### src/dtc_mgr_pkg.sv
// Purpose: Constants, types and helpers of the trouble code manager
// Assumes: 40 MHz core clock, at most 8 diagnostic events
// Notes:   How it works is listed below
//
// How it works
// - No DM1 until 5 s after reset
// - Keep occurrence count per linked fault
// - New fault starts qualification countdown
// - Fault held through delay: active, count+1
// - Newly active code sends DM1 at once
// - Default: gone fault becomes previously active
// - Latch option keeps code until DM11 clear
// - Lamp byte leads every DM1
// - Lamp codes: protect, amber, red, malfunction
// - Amber lamp is the default
// - Zero parameter number sends nothing
// - Parameter number change zeroes occurrence count
// - Failure mode defaults; only 0-21, 31 accepted
// - Four byte code, conversion bit zero
// - Empty DM1 when none; send at last clear
// - Several active codes use multipacket transfer
package dtc_mgr_pkg;

  // ****************************************************************
  // Sizes and timing
  // ****************************************************************
  localparam int N_EVENTS     = 8;
  localparam int CLK_HZ       = 40_000_000;
  localparam int TICK_MS      = 1;
  localparam int TICK_CYC     = CLK_HZ / 1000 * TICK_MS;
  localparam int HOLDOFF_MS   = 5000;
  localparam int HOLDOFF_CYC  = HOLDOFF_MS * TICK_CYC;
  localparam int PERIOD_MS    = 1000;
  localparam int PERIOD_CYC   = PERIOD_MS * TICK_CYC;

  // ****************************************************************
  // Register offsets and fields
  // ****************************************************************
  localparam logic [11:0] ADDR_IRQ_STATUS = 12'h000;
  localparam logic [11:0] ADDR_IRQ_MASK   = 12'h004;
  localparam logic [11:0] ADDR_STATE      = 12'h008;
  localparam logic [11:0] ADDR_COMMAND    = 12'h00c;
  localparam logic [11:0] ADDR_EVENT_BASE = 12'h040;
  localparam int CTRL_LAMP_LSB  = 5;
  localparam int CTRL_LATCH_BIT = 7;
  localparam int CTRL_DELAY_LSB = 8;
  localparam int CTRL_OC_LSB    = 24;
  localparam int CMD_CLR_ACTIVE = 0;
  localparam int CMD_CLR_PREV   = 1;
  localparam int CMD_SEND_DM1   = 2;
  localparam int IRQ_NEW_ACTIVE = 0;
  localparam int IRQ_ALL_CLEAR  = 1;
  localparam int IRQ_MSG_DONE   = 2;
  localparam int IRQ_W          = 3;

  // ****************************************************************
  // Reset values and limits
  // ****************************************************************
  localparam logic [18:0] SPN_RESET   = 19'h00000;
  localparam logic [4:0]  FMI_RESET   = 5'h1f;
  localparam logic [15:0] DELAY_RESET = 16'h03e8;
  localparam logic [6:0]  OC_MAX      = 7'h7e;
  localparam logic [4:0]  FMI_LAST    = 5'h15;
  localparam logic [4:0]  FMI_EXISTS  = 5'h1f;

  typedef enum logic [1:0] {LAMP_PROTECT, LAMP_AMBER, LAMP_RED, LAMP_MIL} lamp_sel_e;

  typedef struct packed {
    logic [18:0] spn;
    logic [4:0]  fmi;
    lamp_sel_e   lamp;
    logic        latch;
    logic [15:0] delay;
  } event_cfg_s;

  typedef struct packed {
    logic        first;
    logic        last;
    logic        multipacket;
    logic [7:0]  lamp;
    logic [3:0]  count;
    logic [31:0] dtc;
  } dm1_beat_s;

  // Accepted failure mode codes
  function automatic logic fmi_legal(input logic [4:0] f);
    fmi_legal = (f <= FMI_LAST) || (f == FMI_EXISTS);
  endfunction : fmi_legal

endpackage : dtc_mgr_pkg

### src/dtc_event_qualifier.sv
// Purpose: Qualifies one fault input into an active trouble code
// Assumes: tick pulses once per millisecond
// Notes:   rise and fall are one-cycle pulses
`timescale 1ns/1ps
`default_nettype none
module dtc_event_qualifier import dtc_mgr_pkg::*; (
  // Clock and reset
  input  wire logic        core_clk,
  input  wire logic        reset_n,
  input  wire logic        core_ce,
  // Event inputs
  input  wire logic        tick,
  input  wire logic        fault,
  input  wire logic [15:0] qual_delay,
  input  wire logic        latch,
  input  wire logic        clear_req,
  // Results
  output logic             active,
  output logic             rise,
  output logic             fall
);

  typedef enum logic [1:0] {QUAL_IDLE, QUAL_COUNT, QUAL_ACTIVE, QUAL_LATCHED} qual_state_e;
  qual_state_e state_reg;
  logic [15:0] cnt_reg;

  // ****************************************************************
  // Qualification state machine
  // ****************************************************************
  always_ff @(posedge core_clk or negedge reset_n) begin
    if (!reset_n) begin
      state_reg <= QUAL_IDLE;
      cnt_reg   <= 16'h0000;
      rise      <= 1'b0;
      fall      <= 1'b0;
    end else if (core_ce) begin
      rise <= 1'b0;
      fall <= 1'b0;
      unique case (state_reg)
        QUAL_IDLE: begin
          if (fault) begin
            state_reg <= QUAL_COUNT;
            cnt_reg   <= qual_delay;
          end
        end
        QUAL_COUNT: begin
          if (!fault) begin
            state_reg <= QUAL_IDLE;
          end else if (cnt_reg == 16'h0000) begin
            state_reg <= QUAL_ACTIVE;
            rise      <= 1'b1;
          end else if (tick) begin
            cnt_reg <= cnt_reg - 16'h0001;
          end
        end
        QUAL_ACTIVE: begin
          if (!fault) begin
            state_reg <= latch ? QUAL_LATCHED : QUAL_IDLE;
            fall      <= !latch;
          end
        end
        QUAL_LATCHED: begin
          if (fault) begin
            state_reg <= QUAL_ACTIVE;
          end else if (clear_req) begin
            state_reg <= QUAL_IDLE;
            fall      <= 1'b1;
          end
        end
      endcase
    end
  end

  assign active = (state_reg == QUAL_ACTIVE) || (state_reg == QUAL_LATCHED);
endmodule : dtc_event_qualifier
`default_nettype wire

### src/dtc_manager.sv
// Purpose: Diagnostic trouble code manager with APB registers
// Assumes: NUM_EVENTS from 2 to 8, APB master per AMBA APB
// Notes:   DM1 leaves as a beat stream with valid and ready
//
// Chosen here: the APB interface to the registers and the register offsets.
`timescale 1ns/1ps
`default_nettype none
module dtc_manager import dtc_mgr_pkg::*; #(
  parameter int NUM_EVENTS     = N_EVENTS,
  parameter int HOLDOFF_CYCLES = HOLDOFF_CYC,
  parameter int PERIOD_CYCLES  = PERIOD_CYC,
  parameter int TICK_CYCLES    = TICK_CYC
) (
  // Clock, reset, enable
  input  wire logic                  core_clk,
  input  wire logic                  reset_n,
  input  wire logic                  core_ce,
  // APB slave
  input  wire logic                  psel,
  input  wire logic                  penable,
  input  wire logic                  pwrite,
  input  wire logic [11:0]           paddr,
  input  wire logic [31:0]           pwdata,
  output logic [31:0]                prdata,
  output logic                       pready,
  output logic                       pslverr,
  // Fault inputs and network clear requests
  input  wire logic [NUM_EVENTS-1:0] fault_in,
  input  wire logic                  dm11_clear_req,
  input  wire logic                  dm3_clear_req,
  // DM1 beat stream
  output dm1_beat_s                  dm1_beat,
  output logic                       dm1_valid,
  input  wire logic                  dm1_ready,
  // Non-volatile count write port
  output logic                       nv_we,
  output logic [2:0]                 nv_index,
  output logic [6:0]                 nv_count,
  // Interrupt
  output logic                       irq
);

  localparam int IW = $clog2(NUM_EVENTS);

  typedef enum logic [1:0] {SEND_IDLE, SEND_LOAD, SEND_WAIT} send_state_e;

  event_cfg_s              cfg_reg [NUM_EVENTS];
  logic [6:0]              occ_reg [NUM_EVENTS];
  logic [NUM_EVENTS-1:0]   active, rise, fall, spn_nz, report, prev_reg, dirty_reg;
  logic [NUM_EVENTS-1:0]   report_q_reg, mask_reg, occ_chg;
  logic [IRQ_W-1:0]        status_reg, irq_mask_reg, irq_set;
  logic [31:0]             tick_cnt_reg, hold_cnt_reg, period_cnt_reg, rdata;
  logic                    tick_reg, holdoff_done_reg, pending_reg, first_reg;
  logic                    wr_en, ev_hit, err, send_req, clr_active, clr_prev;
  logic [IW-1:0]           ev_idx, pick;
  logic [7:0]              lamp_byte;
  logic [3:0]              act_cnt;
  send_state_e             send_reg;

  // Lowest set bit of a vector
  function automatic logic [IW-1:0] first_set(input logic [NUM_EVENTS-1:0] v);
    first_set = '0;
    for (int k = NUM_EVENTS - 1; k >= 0; k--) begin
      if (v[k]) first_set = IW'(k);
    end
  endfunction : first_set

  // ****************************************************************
  // APB decode and read mux
  // ****************************************************************
  assign wr_en  = psel && penable && pwrite && pready && core_ce;
  assign ev_hit = (paddr >= ADDR_EVENT_BASE) &&
                  (paddr < ADDR_EVENT_BASE + 12'(8 * NUM_EVENTS)) && (paddr[1:0] == 2'b00);
  assign ev_idx = IW'((paddr - ADDR_EVENT_BASE) >> 3);

  // Read data and error for the access
  always_comb begin
    rdata = 32'h0000_0000;
    err   = 1'b0;
    if (ev_hit && paddr[2]) begin
      rdata = {1'b0, occ_reg[ev_idx], cfg_reg[ev_idx].delay, cfg_reg[ev_idx].latch,
               cfg_reg[ev_idx].lamp, cfg_reg[ev_idx].fmi};
    end else if (ev_hit) begin
      rdata = {13'h0000, cfg_reg[ev_idx].spn};
    end else begin
      unique case (paddr)
        ADDR_IRQ_STATUS: rdata = 32'(status_reg);
        ADDR_IRQ_MASK:   rdata = 32'(irq_mask_reg);
        ADDR_STATE:      rdata = 32'(active) | (32'(prev_reg) << 8) |
                                 (32'(holdoff_done_reg) << 16);
        ADDR_COMMAND:    rdata = 32'h0000_0000;
        default:         err   = 1'b1;
      endcase
    end
  end

  // No wait state: answer on the first access cycle
  always_ff @(posedge core_clk or negedge reset_n) begin
    if (!reset_n) begin
      pready  <= 1'b0;
      pslverr <= 1'b0;
      prdata  <= 32'h0000_0000;
    end else if (core_ce) begin
      pready  <= psel && !penable;
      pslverr <= psel && !penable && err;
      prdata  <= (psel && !penable && !pwrite) ? rdata : 32'h0000_0000;
    end
  end

  // Command strobes from software or the network
  assign clr_active = dm11_clear_req ||
                      (wr_en && !err && paddr == ADDR_COMMAND && pwdata[CMD_CLR_ACTIVE]);
  assign clr_prev   = dm3_clear_req ||
                      (wr_en && !err && paddr == ADDR_COMMAND && pwdata[CMD_CLR_PREV]);

  // ****************************************************************
  // Per-event configuration, qualifier and count
  // ****************************************************************
  for (genvar g = 0; g < NUM_EVENTS; g++) begin : g_event
    logic wr_spn, wr_ctrl;
    assign wr_spn  = wr_en && ev_hit && !paddr[2] && ev_idx == IW'(g);
    assign wr_ctrl = wr_en && ev_hit && paddr[2] && ev_idx == IW'(g);
    assign spn_nz[g]  = cfg_reg[g].spn != 19'h00000;
    assign report[g]  = active[g] && spn_nz[g];
    assign occ_chg[g] = (wr_spn && pwdata[18:0] != cfg_reg[g].spn) ||
                        (rise[g] && spn_nz[g] && occ_reg[g] != OC_MAX);

    // Setpoints; illegal failure modes are refused
    always_ff @(posedge core_clk or negedge reset_n) begin
      if (!reset_n) begin
        cfg_reg[g] <= '{SPN_RESET, FMI_RESET, LAMP_AMBER, 1'b0, DELAY_RESET};
      end else if (core_ce) begin
        if (wr_spn) cfg_reg[g].spn <= pwdata[18:0];
        if (wr_ctrl) begin
          if (fmi_legal(pwdata[4:0])) cfg_reg[g].fmi <= pwdata[4:0];
          cfg_reg[g].lamp  <= lamp_sel_e'(pwdata[CTRL_LAMP_LSB +: 2]);
          cfg_reg[g].latch <= pwdata[CTRL_LATCH_BIT];
          cfg_reg[g].delay <= pwdata[CTRL_DELAY_LSB +: 16];
        end
      end
    end

    // Occurrence count held for the non-volatile log
    always_ff @(posedge core_clk or negedge reset_n) begin
      if (!reset_n) begin
        occ_reg[g] <= 7'h00;
      end else if (core_ce) begin
        if (wr_spn && pwdata[18:0] != cfg_reg[g].spn) begin
          occ_reg[g] <= 7'h00;
        end else if (rise[g] && spn_nz[g] && occ_reg[g] != OC_MAX) begin
          occ_reg[g] <= occ_reg[g] + 7'h01;
        end
      end
    end

    dtc_event_qualifier u_qual (
      .core_clk   (core_clk),
      .reset_n    (reset_n),
      .core_ce    (core_ce),
      .tick       (tick_reg),
      .fault      (fault_in[g]),
      .qual_delay (cfg_reg[g].delay),
      .latch      (cfg_reg[g].latch),
      .clear_req  (clr_active),
      .active     (active[g]),
      .rise       (rise[g]),
      .fall       (fall[g])
    );

  end

  // Previously active codes and log write-back
  always_ff @(posedge core_clk or negedge reset_n) begin
    if (!reset_n) begin
      prev_reg  <= '0;
      dirty_reg <= '0;
      nv_we     <= 1'b0;
      nv_index  <= 3'h0;
      nv_count  <= 7'h00;
    end else if (core_ce) begin
      prev_reg  <= (prev_reg & ~rise & ~{NUM_EVENTS{clr_prev}}) | fall;
      nv_we     <= |dirty_reg;
      nv_index  <= 3'(first_set(dirty_reg));
      nv_count  <= occ_reg[first_set(dirty_reg)];
      dirty_reg <= (dirty_reg & ~(NUM_EVENTS'(|dirty_reg) << first_set(dirty_reg))) |
                   occ_chg;
    end
  end

  // ****************************************************************
  // Timers: tick, start-up hold-off, periodic send
  // ****************************************************************
  always_ff @(posedge core_clk or negedge reset_n) begin
    if (!reset_n) begin
      tick_cnt_reg     <= 32'h0000_0000;
      tick_reg         <= 1'b0;
      hold_cnt_reg     <= 32'h0000_0000;
      holdoff_done_reg <= 1'b0;
      period_cnt_reg   <= 32'h0000_0000;
    end else if (core_ce) begin
      tick_reg     <= tick_cnt_reg == 32'(TICK_CYCLES - 1);
      tick_cnt_reg <= (tick_cnt_reg == 32'(TICK_CYCLES - 1)) ? 32'h0 : tick_cnt_reg + 32'h1;
      if (!holdoff_done_reg) begin
        hold_cnt_reg     <= hold_cnt_reg + 32'h1;
        holdoff_done_reg <= hold_cnt_reg == 32'(HOLDOFF_CYCLES - 1);
      end else begin
        period_cnt_reg <= (period_cnt_reg == 32'(PERIOD_CYCLES - 1)) ? 32'h0 :
                          period_cnt_reg + 32'h1;
      end
    end
  end

  // ****************************************************************
  // Send requests and interrupt status
  // ****************************************************************
  assign send_req = |(rise & spn_nz) ||
                    (report_q_reg != '0 && report == '0) ||
                    (holdoff_done_reg && period_cnt_reg == 32'(PERIOD_CYCLES - 1)) ||
                    (wr_en && !err && paddr == ADDR_COMMAND && pwdata[CMD_SEND_DM1]);
  assign irq_set  = {dm1_valid && dm1_ready && dm1_beat.last,
                     report_q_reg != '0 && report == '0, |(rise & spn_nz)};

  // Pending request: a new request wins over the take
  always_ff @(posedge core_clk or negedge reset_n) begin
    if (!reset_n) begin
      pending_reg  <= 1'b1;
      report_q_reg <= '0;
      status_reg   <= '0;
      irq_mask_reg <= '0;
      irq          <= 1'b0;
    end else if (core_ce) begin
      pending_reg  <= send_req ||
                      (pending_reg && !(send_reg == SEND_IDLE && holdoff_done_reg));
      report_q_reg <= report;
      status_reg   <= (status_reg & ~((wr_en && paddr == ADDR_IRQ_STATUS) ?
                       pwdata[IRQ_W-1:0] : '0)) | irq_set;
      if (wr_en && paddr == ADDR_IRQ_MASK) irq_mask_reg <= pwdata[IRQ_W-1:0];
      irq          <= |(status_reg & irq_mask_reg);
    end
  end

  // ****************************************************************
  // DM1 assembly
  // ****************************************************************
  // Lamp byte and active count of the reported codes
  always_comb begin
    lamp_byte = 8'h00;
    act_cnt   = 4'h0;
    for (int k = 0; k < NUM_EVENTS; k++) begin
      if (report[k]) begin
        lamp_byte[{cfg_reg[k].lamp, 1'b0} +: 2] = 2'b01;
        act_cnt = act_cnt + 4'h1;
      end
    end
  end

  assign pick = first_set(mask_reg);

  // Beat sequencer: snapshot, then one code per beat
  always_ff @(posedge core_clk or negedge reset_n) begin
    if (!reset_n) begin
      send_reg  <= SEND_IDLE;
      mask_reg  <= '0;
      first_reg <= 1'b0;
      dm1_valid <= 1'b0;
      dm1_beat  <= '0;
    end else if (core_ce) begin
      unique case (send_reg)
        SEND_IDLE: begin
          if (pending_reg && holdoff_done_reg) begin
            mask_reg             <= report;
            first_reg            <= 1'b1;
            dm1_beat.lamp        <= lamp_byte;
            dm1_beat.count       <= act_cnt;
            dm1_beat.multipacket <= act_cnt > 4'h1;
            send_reg             <= SEND_LOAD;
          end
        end
        SEND_LOAD: begin
          dm1_beat.first <= first_reg;
          dm1_valid      <= 1'b1;
          if (mask_reg == '0) begin
            dm1_beat.dtc  <= 32'h0000_0000;
            dm1_beat.last <= 1'b1;
          end else begin
            dm1_beat.dtc  <= {1'b0, occ_reg[pick], cfg_reg[pick].spn[18:16],
                              cfg_reg[pick].fmi, cfg_reg[pick].spn[15:0]};
            dm1_beat.last <= (mask_reg & ~(NUM_EVENTS'(1) << pick)) == '0;
            mask_reg      <= mask_reg & ~(NUM_EVENTS'(1) << pick);
          end
          send_reg <= SEND_WAIT;
        end
        SEND_WAIT: begin
          if (dm1_ready) begin
            dm1_valid <= 1'b0;
            first_reg <= 1'b0;
            send_reg  <= dm1_beat.last ? SEND_IDLE : SEND_LOAD;
          end
        end
        default: send_reg <= SEND_IDLE;
      endcase
    end
  end
endmodule : dtc_manager
`default_nettype wire

### config.mk
export PLATFORM = sky130hd
export DESIGN_NAME = dtc_manager
export DESIGN_NICKNAME = d
export VERILOG_FILES = /design/src/dtc_mgr_pkg.sv /design/src/dtc_event_qualifier.sv /design/src/dtc_manager.sv
export SDC_FILE = /design/constraint.sdc
export NUM_CORES = 2
export LEC_CHECK = 0
export BUFFER_PORTS_ARGS = -buffer_cell sky130_fd_sc_hd__clkbuf_2
export CORE_ASPECT_RATIO = 0.5
export CORE_MARGIN = 8
export CORE_UTILIZATION = 57
export DETAILED_ROUTE_END_ITERATION = 10
export HOLD_SLACK_MARGIN = 0.06
export PLACE_DENSITY_LB_ADDON = 0.3
export SLEW_MARGIN = 20
export SYNTH_ARGS = -nofsm -noshare
export SYNTH_HDL_FRONTEND = slang
export SYNTH_SLANG_ARGS = --single-unit
### constraint.sdc
create_clock -name core_clk -period 4.62 [get_ports core_clk]
set_input_delay 0.924 -clock core_clk [delete_from_list [all_inputs] [get_ports core_clk]]
set_output_delay 0.924 -clock core_clk [all_outputs]
set_load 0.05 [all_outputs]
# --- Word-level counts from Yosys, hierarchy flattened ---
# Cells that the tools add are included.
word_totals:
  register_bits: 794
  output_inout_bits: 94
  input_bits: 61
  elab_cells: 769
classes:
  n_bitwise: 22
  muxes: 241
  n_reduce_logical: 223
  addsub: 35
  n_lt_le_gt_ge: 7
  eq_ne: 115
  shifts: 18
ops:
  columns: ["operator", "n"]
  rows:
  - ["16-bit two-way mux", 32]
  - ["43-bit binary-select mux with 3-bit select", 2]
  - ["16-bit case mux with 2 select lines", 8]
  - ["43-bit two-way mux", 4]
  - ["32-bit two-way mux", 5]
  - ["7-bit two-way mux", 22]
  - ["19-bit != test", 8]
  - ["19-bit nonzero test", 8]
  - ["16-bit zero test", 8]
  - ["16-bit by 1-bit subtractor with 16-bit output, second input constant", 8]
  - ["2-bit two-way mux", 51]
  - ["32-bit by 1-bit adder with 32-bit output, second input constant", 3]
  - ["2-bit != test, second input constant", 42]
  - ["8-bit two-way mux", 10]
  - ["1-bit logical AND", 75]
  - ["2-bit case mux with 4 select lines", 8]
  - ["2-bit by 5-bit variable shift with 8-bit output, first input constant", 8]
  - ["2-bit by 5-bit variable part select with 8-bit output, first input constant", 8]
  - ["7-bit binary-select mux with 3-bit select", 3]
  - ["7-bit by 1-bit adder with 7-bit output, second input constant", 8]
  - ["8-bit bitwise mux", 7]
  - ["7-bit != test, second input constant", 8]
  - ["2-bit AND reduction", 28]
  - ["3-bit two-way mux", 18]
  - ["other kinds (56)", 279]

# --- Depth between registers and ports, before layout ---
depth:
  depth_word: 19
  mapped_depth: 25
  mapped_depth_nobuf: 25

# --- By module ---
# A second synthesis with hierarchy kept.
unflattened:
  hier_cells: 4689
  area_unflattened_um2: 45931.6
modules_own_cells:
  columns: ["module", "n_inst", "seq_area_each_um2", "area_each_um2", "cells_each"]
  rows:
  - ["dtc_manager", 1, 15836.4, 34430.5, 3345]
  - ["dtc_event_qualifier", 8, 500.5, 1437.6, 168]

# --- Least setup slack after synthesis ---
# OpenSTA, ideal clock, no wires.
synth_timing:
  kind: "flip-flop to flip-flop"
  from: "register cfg_reg[336] in the netlist's numbering"
  to: "register dm1_beat[44] in the netlist's numbering"
  t_required_ps: 4490
  synth_period_minus_slack_ps: 4618
  n_path_buf: 0
  setup_time_ps: 130
  setup_slack_ps: 2
  stages_incl_launch_ff: 22
  t_arrival_ps: 4488
  path_cell_list: "dfrtp_1 > nor4_1 > nand4_1 > o21ai_1 > ha_1 > nand2b_1 > a21o_1 > o21ai_0 > nor2_1 > inv_1 > ha_1 > nor2_1 > a211oi_2 > o32ai_2 > inv_1 > ha_1 > xnor2_1 > a22o_1 > a2111o_1 > maj3_2 > xnor2_2 > a31oi_1"
synth_via:
  elab_chain_len: 18
synth_lines:
  columns: ["element", "line", "source"]
  rows:
  - ["start, declared", "dtc_manager.sv:47", "event_cfg_s cfg_reg [NUM_EVENTS];"]
  - ["start signal, assigned by index", "dtc_manager.sv:131", "cfg_reg[g] <= '{SPN_RESET, FMI_RESET, LAMP_AMBER, 1'b0, DELAY_RESET};"]
  - ["19-bit nonzero test *", "dtc_manager.sv:123", "assign spn_nz[g] = cfg_reg[g].spn != 19'h00000;"]
  - ["1-bit logical AND *", "dtc_manager.sv:124", "assign report[g] = active[g] && spn_nz[g];"]
  - ["1-bit two-way mux *", "dtc_manager.sv:250", "if (report[k]) begin"]
  - ["4-bit by 1-bit adder with 4-bit output", "dtc_manager.sv:252", "act_cnt = act_cnt + 4'h1;"]
  - ["4-bit two-way mux *", "dtc_manager.sv:250", null]
  - ["4-bit by 1-bit adder with 4-bit output", "dtc_manager.sv:252", null]
  - ["4-bit two-way mux *", "dtc_manager.sv:250", null]
  - ["4-bit by 1-bit adder with 4-bit output", "dtc_manager.sv:252", null]
  - ["(+2 left out)", null, null]
  - ["4-bit two-way mux *", "dtc_manager.sv:250", null]
  - ["4-bit by 1-bit adder with 4-bit output", "dtc_manager.sv:252", null]
  - ["4-bit two-way mux *", "dtc_manager.sv:250", null]
  - ["4-bit by 1-bit adder with 4-bit output", "dtc_manager.sv:252", null]
  - ["4-bit two-way mux *", "dtc_manager.sv:250", null]
  - ["4-bit by 1-bit adder with 4-bit output", "dtc_manager.sv:252", null]
  - ["4-bit two-way mux *", "dtc_manager.sv:250", null]
  - ["4-bit by 1-bit > comparator with 1-bit output *", "dtc_manager.sv:275", "dm1_beat.multipacket <= act_cnt > 4'h1;"]
  - ["end, declared", "dtc_manager.sv:32", "output dm1_beat_s dm1_beat,"]
# Every way passes the cells marked *; elsewhere a longest branch is shown, timed or not.
# A chain may end at the register's enable or synchronous reset.

# --- Worst setup path in the final report ---
layout_timing:
  from: "register cfg_reg[332] in the netlist's numbering"
  to: "register dm1_beat[44] in the netlist's numbering"
layout_via:
  elab_chain_len: 18
layout_lines:
  columns: ["element", "line", "source"]
  rows:
  - ["19-bit nonzero test *", "dtc_manager.sv:123", null]
  - ["1-bit logical AND *", "dtc_manager.sv:124", null]
  - ["via report[0]", "dtc_manager.sv:49", "logic [NUM_EVENTS-1:0] active, rise, fall, spn_nz, report, prev_reg, dirty_reg;"]
  - ["1-bit two-way mux *", "dtc_manager.sv:250", null]
  - ["4-bit by 1-bit adder with 4-bit output", "dtc_manager.sv:252", null]
  - ["4-bit two-way mux *", "dtc_manager.sv:250", null]
  - ["4-bit by 1-bit adder with 4-bit output", "dtc_manager.sv:252", null]
  - ["4-bit two-way mux *", "dtc_manager.sv:250", null]
  - ["(+3 left out)", null, null]
  - ["4-bit two-way mux *", "dtc_manager.sv:250", null]
  - ["4-bit by 1-bit adder with 4-bit output", "dtc_manager.sv:252", null]
  - ["4-bit two-way mux *", "dtc_manager.sv:250", null]
  - ["4-bit by 1-bit adder with 4-bit output", "dtc_manager.sv:252", null]
  - ["4-bit two-way mux *", "dtc_manager.sv:250", null]
  - ["4-bit by 1-bit adder with 4-bit output", "dtc_manager.sv:252", null]
  - ["4-bit two-way mux *", "dtc_manager.sv:250", null]
  - ["4-bit by 1-bit > comparator with 1-bit output *", "dtc_manager.sv:275", null]
# Mark *: on every way through the listed nets, which the timed path passes. The rest lies on a longest branch.

==> impl_metrics.py <==
metrics = {
    "global_routing": {
        "grt-ovfl-total": 0,
        "grt_use_total_pct": 32.3,
        "grt_antenna_before_repair": 13,
        "number_of_global_route_vias_before_repair": 35000,
        "grt_first_pass_wirelength_mm": 216,
        "grt_start_max_net_pins": 177,
    },
    "clock_tree": {
        "insertion_delay_ns": 0.68,
        "clock-root-buffer": "sky130_fd_sc_hd__clkbuf_16",
        "clock_sinks": 788,
        "worst_setup_hold_path_clk_slew_ns": 0.07,
        "cts-buffers-inserted": 73,
        "tritoncts": "done",
        "ctsHtreeMaxLevel": 3,
        "clock_tree.buffer_depth": 3,
    },
    "min_path": {
        "hold_path.class": "input pin to async pin",
    },
    "power_and_ir_drop": {
        "vdd_ir_drop_max_uv": 256,
        "power.density_mw_per_mm2": 387,
        "leakagePower_uw": 0.0211,
    },
    "run_status": {
        "failed_checks": "negative setup slack",
        "status": "finished with violations",
    },
    "yosys": {
        "synth-edff-count": 0,
        "async_reset_ff_share_pct": 100,
        "synth.lib_cells_used.distinct": 82,
        "synthesis.area_mm2": 0.0436,
        "yosys_warnings": 0,
        "post_synth.cell_area_avg_um2": 10.1,
        "ys_ff_latch": 788,
        "synth_flop_cell": "sky130_fd_sc_hd__dfrtp_1",
        "synth_cells": 4320,
        "ys_seq_area_share_pct": 45.6,
    },
    "route": {
        "drt_wl_total_mm": 140,
        "dr_total_vias": 36300,
        "detailedRoute.firstPassIterationCount": 8,
        "antenna_violating_nets_remaining": 0,
        "avgRoutedWirePerCell_um": 25.5,
        "detailedRoute.firstIterationViolations": 4714,
        "drcViolationCount": 0,
        "drt-vias-per-instance": 6.60,
    },
    "timing": {
        "final.setup.tns_ns": -0.0150,
        "fmax_ghz": 0.216,
        "post-route-min-period_ns": 4.64,
        "report.final.hold_viol_count": 0,
        "slew_headroom_pct": 23.8,
        "setup_ws_ns": -0.0150,
        "post-route-period-util_pct": 100,
        "timing.clock.skew_ns": 0.0360,
        "final-setup-viol-count": 1,
        "final_slew_violations": 0,
        "setup_repair_after_global_routing_missed_its_margin": "yes",
        "worst_slew_pin_slew_ns": 1.13,
    },
    "placed_design": {
        "port_buffers": 140,
        "gpl.final_weighted_congestion": 0.996,
        "place_area_mm2": 0.0459,
        "place.detailed.hpwl_mm": 98.7,
    },
    "floorplanning": {
        "chipWidth_um": 407,
        "floorplan.die_area_mm2": 0.0860,
        "num_rows": 71,
        "io_pins": 155,
        "area_inside_the_core_boundary_mm2": 0.0754,
        "chipHeight_um": 211,
        "floorplan.initialDensity_pct": 57.7,
    },
    "finish": {
        "n_fill_cell": 5853,
        "final_common_cell": "sky130_fd_sc_hd__dfrtp_1",
        "area_used_by_sequential_logic_in_the_layout_mm2": 0.0198,
        "final_layout_size_suffix_gt1_share_pct": 23.4,
        "net_count_final": 4513,
        "mostFrequentLayoutCells": "sky130_fd_sc_hd__dfrtp_1 (691), sky130_fd_sc_hd__nand2_1 (494), sky130_fd_sc_hd__mux2_2 (335)",
        "largest_register_ffs": 344,
        "multi_input_logic_area_mm2": 0.0226,
        "area_delta_synth_final_pct": 11.6,
        "final_design_area_no_fill_mm2": 0.0486,
    },
    "setup_path": {
        "worstSetupStartpointType": "register",
        "cp.depth": 24,
        "ff2ff_path_depth": 24,
        "worst_setup_path_end_kind": "register",
        "cp.required_ns": 5.19,
        "worst-path-buf-inv": 4,
        "crit_path_top_delay_cell": "sky130_fd_sc_hd__dfrtp_1",
        "worst_path_max_stage_delay_ns": 0.40,
        "cp_max_fo": 8,
        "crit_path_cell_trace": "nor4_2 -> nand4_1 -> o21ai_2 -> buf_4 -> buf_6 -> inv_1 -> ha_1 -> nor2_2 -> nor2_1 -> ha_4 -> nor2_4 -> o211a_1 -> o32ai_2 -> inv_1 -> ha_4 -> xnor2_1 -> a22o_1 -> a21oi_2 -> ha_2 -> nand2_2 -> xor2_1 -> xnor2_1 -> nor2_1 -> a31oi_1",
        "critical_path_arrival_ns": 5.21,
        "worst-setup-path-type": "register to register",
        "path_delay_family": "compound AO/OA/AOI/OAI gates",
    },
    "job": {
        "timing.max_cap.violations": 0,
    },
}
-- cell type report --
cell class                 count  area share (%)
sequential                   788            40.8
inverter                      73           0.564
timing repair buffer         314            4.44
multi-input combinational   3169            46.5
antenna                        3          0.0154
clock buffer                 110            4.48
clock inverter                23           0.523
tap                         1022            2.63
-- stage by stage --
stage | util (%) | setup slack, ns | total power (µW) | hold WS [ns] | std cells
final | 64.4 | -0.0150 | 18800 | 0.151 | 5502
after global routing | 64.4 | -0.230 | 19700 | 0.150 | 5501
after CTS | 64.3 | -0.0579 | 18700 | 0.136 | 5498
after detailed placement | 60.9 | -0.373 | 12400 | 0.459 | 5361
after global placement | 60.9 | -0.292 | 12200 | 0.452 | 5361
after floorplan | - | 0.00169 | 11200 | 0.438 | 4325
-- cells by family (layout without fill, tap and decap cells) --
kind of cell	Yosys count	count (layout)	synth area share [%]
AO/OA/AOI/OAI	899	899	12.6
multiplexers	511	511	16.1
flip-flops	788	788	45.6
adder cells (fa/ha/maj)	34	34	0.974
AND/OR/NAND/NOR	1429	1429	15.6
buffers and inverters	368	520	3.24
XOR/XNOR	290	290	5.88
other	1	9	0.00861
-- routing by layer --
| layer | up-vias | GRT usage, % | part of all wire, % |
|---|---|---|---|
| li1 | 15900 | - | - |
| met2 | 1928 | 47.5 | 43 |
| met5 | - | 0 | 0.072 |
| met3 | 407 | 9.53 | 11 |
| met4 | 16 | 13.9 | 4.9 |
| met1 | 18100 | 44.4 | 41 |
-- worst paths after layout --
kind	start	endpoint	slack, ns
worst max-delay path	cfg_reg[332]	dm1_beat[44]	-0.02
worst min-delay path	reset_n	dm1_beat[11]	0.15
worst max register to register	cfg_reg[332]	dm1_beat[44]	-0.02
worst min register to register	hold_cnt_reg[25]	hold_cnt_reg[25]	0.47
max in group asynchronous	reset_n	tick_cnt_reg[20]	3.16
min in group core_clk	hold_cnt_reg[25]	hold_cnt_reg[25]	0.47
-- cell usage after synthesis, types with 16 or more instances --
cell,count,area [µm²]
sky130_fd_sc_hd__xor2_1,93,815
sky130_fd_sc_hd__a211oi_1,57,428
sky130_fd_sc_hd__buf_1,59,221
sky130_fd_sc_hd__mux4_2,118,2660
sky130_fd_sc_hd__clkbuf_1,227,852
sky130_fd_sc_hd__mux2i_1,54,541
sky130_fd_sc_hd__o2bb2ai_1,31,272
sky130_fd_sc_hd__mux2_2,335,3770
sky130_fd_sc_hd__nand2b_1,28,175
sky130_fd_sc_hd__nor3_1,87,435
sky130_fd_sc_hd__or3_1,43,269
sky130_fd_sc_hd__nand3_1,124,621
sky130_fd_sc_hd__a22oi_1,42,315
sky130_fd_sc_hd__dfstp_2,97,2550
sky130_fd_sc_hd__nor4_1,89,557
sky130_fd_sc_hd__and2_1,17,106
sky130_fd_sc_hd__dfrtp_1,691,17300
sky130_fd_sc_hd__nand4_1,92,576
sky130_fd_sc_hd__ha_1,33,413
sky130_fd_sc_hd__xnor2_1,195,1710
sky130_fd_sc_hd__nand2_1,496,1860
sky130_fd_sc_hd__nor2_1,313,1170
sky130_fd_sc_hd__o22ai_1,26,163
sky130_fd_sc_hd__o31ai_1,16,120
sky130_fd_sc_hd__inv_1,72,270
sky130_fd_sc_hd__a21oi_1,208,1040
sky130_fd_sc_hd__a32oi_1,35,307
sky130_fd_sc_hd__nor2b_1,60,375
sky130_fd_sc_hd__o21ai_0,325,1630
sky130_fd_sc_hd__a31oi_1,54,338
sky130_fd_sc_hd__and3_1,25,156
-- where the power goes --
group / internal [µW] / total, µW / switching [µW]
sequential: 7550 / 8350 / 802
combinational: 1390 / 4150 / 2760
clock: 3510 / 6320 / 2810
total: 12400 / 18800 / 6370
-- what timing repair did --
action	4_1_cts	5_1_grt
resized for setup	15	15
buffers inserted	4	1
endpoints found under the setup margin	4	4
pin swaps	12	18
hold buffers	0	0
hold endpoints to repair	0	0
Power figures use the tool's default switching activity.
